[config.mk]
export PLATFORM = sky130hd
export DESIGN_NAME = iblc_top
export DESIGN_NICKNAME = d
export VERILOG_FILES = /design/src/shared/iblc_pkg.sv /design/src/verilog/iblc_detector.sv /design/src/verilog/iblc_top.sv
export SDC_FILE = /design/constraint.sdc
export NUM_CORES = 1
export LEC_CHECK = 0
export BUFFER_PORTS_ARGS = -buffer_cell sky130_fd_sc_hd__buf_2
export CAP_MARGIN = 10
export CELL_PAD_IN_SITES_DETAIL_PLACEMENT = 1
export CELL_PAD_IN_SITES_GLOBAL_PLACEMENT = 2
export CORE_MARGIN = 8
export CORE_UTILIZATION = 38
export CTS_CLUSTER_SIZE = 28
export DETAILED_ROUTE_END_ITERATION = 10
export HOLD_SLACK_MARGIN = 0.08
export PLACE_DENSITY_LB_ADDON = 0.1
export SYNTH_ARGS = -nofsm -noshare
export SYNTH_HDL_FRONTEND = slang
export SYNTH_SLANG_ARGS = --single-unit
[constraint.sdc]
create_clock -name clock -period 4.6 [get_ports clock]
set_input_delay 0.92 -clock clock [delete_from_list [all_inputs] [get_ports clock]]
set_output_delay 0.92 -clock clock [all_outputs]
set_load 0.05 [all_outputs]
[src/shared/iblc_pkg.sv]
// Package of constants for the in-band loop code generator and detector
package iblc_pkg;
  // ***************************************************************
  // Register offsets
  // ***************************************************************
  localparam logic [7:0] ADDR_LEN_CTRL = 8'h12;
  localparam logic [7:0] ADDR_TX_PAT   = 8'h13;
  localparam logic [7:0] ADDR_UP_PAT   = 8'h14;
  localparam logic [7:0] ADDR_DN_PAT   = 8'h15;
  localparam logic [7:0] ADDR_CTRL     = 8'h16;
  localparam logic [7:0] ADDR_STATUS   = 8'h17;
  // ***************************************************************
  // Field positions and reset values
  // ***************************************************************
  localparam int TX_LEN_HI    = 7;
  localparam int TX_LEN_LO    = 6;
  localparam int UP_LEN_HI    = 5;
  localparam int UP_LEN_LO    = 3;
  localparam int DN_LEN_HI    = 2;
  localparam int DN_LEN_LO    = 0;
  localparam int CTRL_TX_EN   = 1;
  localparam int CTRL_NO_FBIT = 0;
  localparam int STAT_UP      = 7;
  localparam int STAT_DN      = 6;
  localparam logic [7:0] REG_RESET = 8'h00;
  // ***************************************************************
  // Timing
  // ***************************************************************
  localparam int FRAME_BITS    = 193;
  localparam int CLK_HZ        = 10000000;
  localparam int INTEG_MS      = 48;
  localparam int INTEG_CYCLES  = INTEG_MS * (CLK_HZ / 1000);
  localparam int MISS_DIV      = 4;
endpackage : iblc_pkg

[src/verilog/iblc_detector.sv]
// Repeating code detector with error-tolerant integration
`timescale 1ns/100ps
module iblc_detector #(
  parameter int INTEG = 480000
) (
  input  wire logic       clock,
  input  wire logic       srst,
  input  wire logic       ce,
  input  wire logic       bit_vld,
  input  wire logic [7:0] hist,
  input  wire logic [7:0] pattern,
  input  wire logic [2:0] len_fld,
  input  wire logic       tick,
  output logic            found
);
  // Counters sized to hold one full window of bits
  localparam int CW = $clog2(INTEG + 1);

  logic          hit;
  logic [CW-1:0] good_r;
  logic [CW-1:0] bad_r;

  // any rotation matches, so the code phase on the line never matters
  function automatic logic rot_hit(input logic [7:0] h,
                                   input logic [7:0] p,
                                   input logic [2:0] lf);
    logic [7:0] m;
    logic [7:0] r_v;
    logic       any;
    m   = 8'hff >> (3'd7 - lf);
    r_v = (p >> (3'd7 - lf)) & m;
    any = 1'b0;
    for (int r = 0; r < 8; r++) begin
      if (((h ^ r_v) & m) == 8'h00) any = 1'b1;
      r_v = ((r_v << 1) | (r_v >> lf)) & m;
    end
    return any;
  endfunction

  // field plus one bits, only leading pattern bits compared
  assign hit = rot_hit(hist, pattern, len_fld);

  // verdict per window; misses tolerated while below a quarter of hits
  always_ff @(posedge clock) begin
    if (srst) begin
      good_r <= '0;
      bad_r  <= '0;
      found  <= 1'b0;
    end else if (ce) begin
      if (bit_vld) begin
        if (hit) good_r <= good_r + CW'(1);
        else     bad_r  <= bad_r + CW'(1);
      end
      if (tick) begin
        good_r <= '0;
        bad_r  <= '0;
        found  <= ({2'b00, good_r} > {bad_r, 2'b00}) && (good_r != '0);
      end
    end
  end
endmodule : iblc_detector

[src/verilog/iblc_top.sv]
// In-band loop code generator and dual detector
// Overview of operation
// - Loop transmit enable sends the programmed pattern in place of data.
// - F-bit takes the F slot once per 193 bits unless disabled; the pattern is held across it.
// - Two-bit transmit field picks 5, 6/3, 7 or 8/4/2/1 bits.
// - Pattern bit 7 sent first; bits past length ignored.
// - Up length in bits 5..3, down length in bits 2..0.
// - Receive length is field value plus one, 1 to 8 bits.
// - Receive pattern bit 7 is first; bits past length not compared.
// - Detectors work framed or unframed, tolerating 1e-2 bit errors.
// - After about 48 ms of code, up or down status flag sets.
`timescale 1ns/100ps
module iblc_top #(
  parameter int INTEG = iblc_pkg::INTEG_CYCLES
) (
  input  wire logic       clock,
  input  wire logic       srst,
  input  wire logic       ce,
  input  wire logic       reg_wr,
  input  wire logic       reg_rd,
  input  wire logic [7:0] reg_addr,
  input  wire logic [7:0] reg_wdata,
  output logic      [7:0] reg_rdata,
  input  wire logic       tx_bit_en,
  input  wire logic       tx_data,
  input  wire logic       tx_fbit_slot,
  input  wire logic       tx_fbit,
  output logic            tx_out,
  input  wire logic       rx_bit_en,
  input  wire logic       rx_data,
  output logic            up_code_detected,
  output logic            down_code_detected
);
  // ***************************************************************
  // Registers
  // ***************************************************************
  logic [7:0]  len_ctrl_r;
  logic [7:0]  tx_pat_r;
  logic [7:0]  up_pat_r;
  logic [7:0]  dn_pat_r;
  logic [1:0]  ctrl_r;
  logic [2:0]  tx_pos_r;
  logic [7:0]  hist_r;
  logic [31:0] win_r;
  logic        tick_r;
  logic        up_found;
  logic        dn_found;
  logic [2:0]  tx_last;
  logic        tx_pat_bit;
  logic        tx_nxt;
  logic [7:0]  rd_nxt;
  logic [1:0]  tx_len_sel;
  logic        loop_code_transmit_enable;
  logic        no_fbit;

  assign tx_len_sel                = len_ctrl_r[iblc_pkg::TX_LEN_HI:iblc_pkg::TX_LEN_LO];
  assign loop_code_transmit_enable = ctrl_r[iblc_pkg::CTRL_TX_EN];
  assign no_fbit                   = ctrl_r[iblc_pkg::CTRL_NO_FBIT];

  // Host writes; no write effect beyond storing
  always_ff @(posedge clock) begin
    if (srst) begin
      len_ctrl_r <= iblc_pkg::REG_RESET;
      tx_pat_r   <= iblc_pkg::REG_RESET;
      up_pat_r   <= iblc_pkg::REG_RESET;
      dn_pat_r   <= iblc_pkg::REG_RESET;
      ctrl_r     <= 2'b00;
    end else if (ce && reg_wr) begin
      case (reg_addr)
        iblc_pkg::ADDR_LEN_CTRL: len_ctrl_r <= reg_wdata;
        iblc_pkg::ADDR_TX_PAT:   tx_pat_r   <= reg_wdata;
        iblc_pkg::ADDR_UP_PAT:   up_pat_r   <= reg_wdata;
        iblc_pkg::ADDR_DN_PAT:   dn_pat_r   <= reg_wdata;
        iblc_pkg::ADDR_CTRL:     ctrl_r     <= reg_wdata[1:0];
        default: ;
      endcase
    end
  end

  // Read mux; unmapped addresses read zero
  always_comb begin
    case (reg_addr)
      iblc_pkg::ADDR_LEN_CTRL: rd_nxt = len_ctrl_r;
      iblc_pkg::ADDR_TX_PAT:   rd_nxt = tx_pat_r;
      iblc_pkg::ADDR_UP_PAT:   rd_nxt = up_pat_r;
      iblc_pkg::ADDR_DN_PAT:   rd_nxt = dn_pat_r;
      iblc_pkg::ADDR_CTRL:     rd_nxt = {6'h00, ctrl_r};
      iblc_pkg::ADDR_STATUS:   rd_nxt = {up_code_detected, down_code_detected, 6'h00};
      default:                 rd_nxt = 8'h00;
    endcase
  end

  always_ff @(posedge clock) begin
    if (srst) reg_rdata <= 8'h00;
    else if (ce && reg_rd) reg_rdata <= rd_nxt;
  end

  // ***************************************************************
  // Transmit generator
  // ***************************************************************
  // length select
  // Short codes repeat inside the longer slot, so 8 bits covers 4/2/1
  always_comb begin
    case (tx_len_sel)
      2'b00:   tx_last = 3'd4;
      2'b01:   tx_last = 3'd5;
      2'b10:   tx_last = 3'd6;
      default: tx_last = 3'd7;
    endcase
  end

  // bit 7 first, low bits past length never reached
  assign tx_pat_bit = tx_pat_r[3'd7 - tx_pos_r];

  // pattern replaces data, F-bit kept unless disabled
  always_comb begin
    tx_nxt = tx_data;
    if (loop_code_transmit_enable) tx_nxt = tx_pat_bit;
    if (loop_code_transmit_enable && tx_fbit_slot && !no_fbit) tx_nxt = tx_fbit;
  end

  // pattern position skips the F-bit slot
  always_ff @(posedge clock) begin
    if (srst) begin
      tx_pos_r <= 3'd0;
      tx_out   <= 1'b0;
    end else if (ce && tx_bit_en) begin
      tx_out <= tx_nxt;
      if (!loop_code_transmit_enable) tx_pos_r <= 3'd0;
      else if (!(tx_fbit_slot && !no_fbit))
        tx_pos_r <= (tx_pos_r >= tx_last) ? 3'd0 : tx_pos_r + 3'd1;  // Shortened length recovers
    end
  end

  // ***************************************************************
  // Receive detectors
  // ***************************************************************
  // history of every received bit, framing bits included
  always_ff @(posedge clock) begin
    if (srst) hist_r <= 8'h00;
    else if (ce && rx_bit_en) hist_r <= {hist_r[6:0], rx_data};
  end

  always_ff @(posedge clock) begin
    if (srst) begin
      win_r  <= '0;
      tick_r <= 1'b0;
    end else if (ce) begin
      tick_r <= (win_r == 32'(INTEG - 1));
      win_r  <= (win_r == 32'(INTEG - 1)) ? '0 : win_r + 32'h1;
    end
  end

  iblc_detector #(.INTEG(INTEG)) u_up (
    .clock   (clock),
    .srst    (srst),
    .ce      (ce),
    .bit_vld (rx_bit_en),
    .hist    (hist_r),
    .pattern (up_pat_r),
    .len_fld (len_ctrl_r[iblc_pkg::UP_LEN_HI:iblc_pkg::UP_LEN_LO]),
    .tick    (tick_r),
    .found   (up_found)
  );

  iblc_detector #(.INTEG(INTEG)) u_dn (
    .clock   (clock),
    .srst    (srst),
    .ce      (ce),
    .bit_vld (rx_bit_en),
    .hist    (hist_r),
    .pattern (dn_pat_r),
    .len_fld (len_ctrl_r[iblc_pkg::DN_LEN_HI:iblc_pkg::DN_LEN_LO]),
    .tick    (tick_r),
    .found   (dn_found)
  );

  // flags follow detector verdict each window
  always_ff @(posedge clock) begin
    if (srst) begin
      up_code_detected   <= 1'b0;
      down_code_detected <= 1'b0;
    end else if (ce) begin
      up_code_detected   <= up_found;
      down_code_detected <= dn_found;
    end
  end

  // ***************************************************************
  // Checks
  // ***************************************************************
  // transmit carries pattern when enabled off F slot
  a_tx_pattern: assert property (@(posedge clock) disable iff (srst)
    ce && tx_bit_en && loop_code_transmit_enable && !tx_fbit_slot
      |=> tx_out == $past(tx_pat_bit))
    else $error("pattern not sent");
  a_fbit_insert: assert property (@(posedge clock) disable iff (srst)
    ce && tx_bit_en && loop_code_transmit_enable && tx_fbit_slot && !no_fbit
      |=> tx_out == $past(tx_fbit))
    else $error("F-bit lost");
  a_tx_bypass: assert property (@(posedge clock) disable iff (srst)
    ce && tx_bit_en && !loop_code_transmit_enable |=> tx_out == $past(tx_data))
    else $error("data not passed");
  a_tx_pos_range: assert property (@(posedge clock) disable iff (srst)
    ce && tx_bit_en && loop_code_transmit_enable && !(tx_fbit_slot && !no_fbit)
      |=> tx_pos_r <= $past(tx_last))
    else $error("position out of range");
  // wrap to first bit after last
  a_tx_wrap: assert property (@(posedge clock) disable iff (srst)
    ce && tx_bit_en && loop_code_transmit_enable && !tx_fbit_slot && tx_pos_r == tx_last
      |=> tx_pos_r == 3'd0)
    else $error("pattern did not wrap");
  // up flag rises and down flag falls only after a window tick
  a_flag_on_tick: assert property (@(posedge clock) disable iff (srst)
    $rose(up_code_detected) |-> $past(tick_r, 2))
    else $error("up flag off tick");
  a_flag_clear: assert property (@(posedge clock) disable iff (srst)
    $fell(down_code_detected) |-> $past(tick_r, 2))
    else $error("down flag off tick");
  a_status_read: assert property (@(posedge clock) disable iff (srst)
    ce && reg_rd && reg_addr == iblc_pkg::ADDR_STATUS
      |=> reg_rdata[7:6] == $past({up_code_detected, down_code_detected}))
    else $error("status read wrong");
endmodule : iblc_top
==> results.tsv <==
metric	value	unit
setup_violations	0	
final_antenna_net_count	0	
hold_violations	0	
finalCriticalPeriod	4.19	ns
critPathRequiredTime	4.90	ns
fmax	0.239	GHz
cts_setup_buffers	0	
finalMaxSlewViolations	0	
first_iter_violations	646	
start_util	38.2	%
fp.dieH	196	um
diodes	0	
ys_seq_elements	167	
n_fill_cell	3918	
die_area	38400	um^2
swShare	25.0	%
place_worst_setup_slack	0.458	ns
grt_max_degree	54	
cts.clk_slew.worst_paths	0.07	ns
power_switching	0.780	mW
grt_pass1_vias	11679	
multiInputGateArea	8240	um^2
clock-sinks	167	
use_met1	28.2	%
synthesis.area	12300	um^2
grt.met3_usage	3.38	%
fin_crit_sh	91.0	%
ys_types	82	
use_met2	33.2	%
wl	39800	um
antenna_found_initial	0	
vias	11469	
port_buffers	37	
rsz0062_at_grt	false	
path_max_fanout	26	
drv_cap	0	
synth_flop_cell	dfxtp_1	
cts.repair.resized	0	
drive_above_1_share	10.4	%
numCtsBuffers	17	
power_density	231	nW/um^2
core-area	32200	um^2
cts.path.max_buffers	2	
fin_skew	0.0159	ns
area_delta_synth_final	9.55	%
setup.worst_path.end_class	flip-flop	
internal_power	2.34	mW
cts_max_level	4	
synth_cells	1566	
grt_usage	20.8	%
cts_hold_buf	0	
post_drt_wl_per_cell	20.1	um
cts_tree	done	
overflow	0	
leakagePower	4.84	nW
peakVddDrop	0.000274	V
slew_headroom	29.3	%
async_reset_ff_share	0	%
boundaryPins	38	
core.rowCount	66	
hold_path_class	flip-flop to flip-flop	
drt-pass1-iter-count	5	
p_total	3.12	mW
tightestPinTransition	1.06	ns
syn_nets	1637	
synth_edf_count	0	
seqCellArea	3340	um^2
status	finished, final reports clean	
hpwl	29400	um
pwr-share-clk	48.6	%
via_per_inst	5.78	
start_kind	flip-flop	
setup.worst_path.class	flip-flop to flip-flop	
final_nets	1633	
gp_congestion	0.883	
seqPwrFrac	46.9	%
setup_slack	0.415	ns
clkLatencyLatePin	0.45	ns
grt_busiest_layer	met2	
arrival	4.49	ns
combinationalPowerShare	4.5	%
setup-tns-final	0	ns
root_buffer	clkbuf_16	
die_x	196	um
ys_warn_count	0	
drc	0	
avgSynthCellArea	7.87	um^2
ys_seq_area_share	27.1	%
grt_pass1_wl	64800	um
per-layer routing:
layer	up-vias	share of wire [%]
li1	5557	-
met1	5648	48
met2	208	46
met3	56	3.4
met4	0	2.3
met5	-	0
placed cells by master (no fill, tap or decap), types with 8 or more instances in the layout:
cell type / instances
o31ai_1: 11
nand2_1: 114
nor4b_1: 8
a21o_1: 17
dfxtp_1: 167
nand2b_1: 20
nor2b_1: 19
nand3_1: 57
mux2i_1: 75
and3_1: 24
a211oi_1: 10
mux2_2: 13
buf_4: 48
o21ai_0: 65
o22ai_1: 19
a21oi_1: 90
buf_2: 37
or3_1: 31
nor4_1: 21
nand4_1: 25
nor2_1: 180
o211ai_1: 8
clkbuf_16: 17
inv_1: 63
mux4_2: 10
nor3_1: 32
or4_1: 15
ha_1: 44
o21a_1: 11
a22oi_1: 15
xor2_1: 48
xnor2_1: 116
and2_1: 16
per-stage QoR:
stage	cell area, um^2	utilization, %	hold slack, ns	instances
after CTS	13500	41.9	0.455	1983
after floorplan	12300	-	0.425	1566
after global routing	13500	41.9	0.476	1983
final	13500	41.9	0.455	1983
after detailed placement	12900	40.0	0.446	1951
after global placement	12900	40.0	0.438	1951
cell type report:
type	instances	share of cell area, %
multi-input combinational	1223	61.1
sequential	167	24.8
timing repair buffer	85	4.04
tap	408	3.78
clock buffer	20	3.38
inverter	68	1.89
clock inverter	12	1.06
worst max-delay path, stage by stage, from the launching register on:
cell and delay, ns:
dfxtp_1 0.81, mux2_2 0.45, mux4_2 0.51, nor2_1 0.23, mux2i_1 0.27, nand3_1 0.11
o211ai_1 0.33, nor4_4 0.09, a21oi_2 0.80, buf_4 0.27, or3_1 0.10, a21oi_1 0.06
cells by family after synthesis:
group	count (synthesis)	synth area share, %
AOI/OAI and AO/OA	325	17.4
xor gates and xnor gates	164	11.7
adders and majority gates	44	4.47
buffers and inverters	176	6.03
DFF	167	27.1
muxes	102	9.54
and+or+nand+nor	588	23.8
final timing paths:
check / cells past startpoint / slack [ns] / start / end
worst max register to register: 11 / 0.41 / len_ctrl_r[3] / u_up.bad_r[8]
worst min-delay path: 2 / 0.46 / u_dn.bad_r[15] / u_dn.bad_r[15]
worst max-delay path: 11 / 0.41 / len_ctrl_r[3] / u_up.bad_r[8]
worst min register to register: 2 / 0.46 / u_dn.bad_r[15] / u_dn.bad_r[15]
cell usage after synthesis, types with 13 or more instances:
master / instances / area [um^2]
a21o_1: 17 / 128
nor2b_1: 19 / 119
xnor2_1: 116 / 1020
xor2_1: 48 / 420
buf_2: 30 / 150
dfxtp_1: 167 / 3340
ha_1: 44 / 551
nand3_1: 57 / 285
o21ai_0: 65 / 325
nor2_1: 180 / 676
and3_1: 24 / 150
o22ai_1: 19 / 119
mux2i_1: 75 / 751
a21oi_1: 90 / 450
or4_1: 15 / 113
nand2b_1: 21 / 131
nor4_1: 22 / 138
nor3_1: 32 / 160
nand2_1: 114 / 428
clkbuf_1: 60 / 225
a22oi_1: 15 / 113
nand4_1: 25 / 156
mux2_2: 13 / 146
and2_1: 16 / 100
or3_1: 31 / 194
inv_1: 63 / 236
state kept, by name (all words and copies together), names as in the netlist:
register	cells
up_pat_r	8
hist_r	8
tx_pos_r	3
tick_r	1
u_dn.bad_r	19
u_dn.found	1
tx_pat_r	8
dn_pat_r	8
u_up.bad_r	19
down_code_detected	1
reg_rdata	8
tx_out	1
u_up.found	1
u_dn.good_r	19
win_r	32
u_up.good_r	19
len_ctrl_r	8
up_code_detected	1
ctrl_r	2
power groups by stage:
stage | clock network [mW] | logic, mW | registers, mW
after floorplan | 0 | 0.0897 | 1.49
after global placement | 0 | 0.138 | 1.50
after detailed placement | 0 | 0.140 | 1.50
after CTS | 1.57 | 0.141 | 1.46
after global routing | 1.61 | 0.155 | 1.46
final | 1.52 | 0.140 | 1.46
Note: power is estimated with default switching activity, not from simulation.
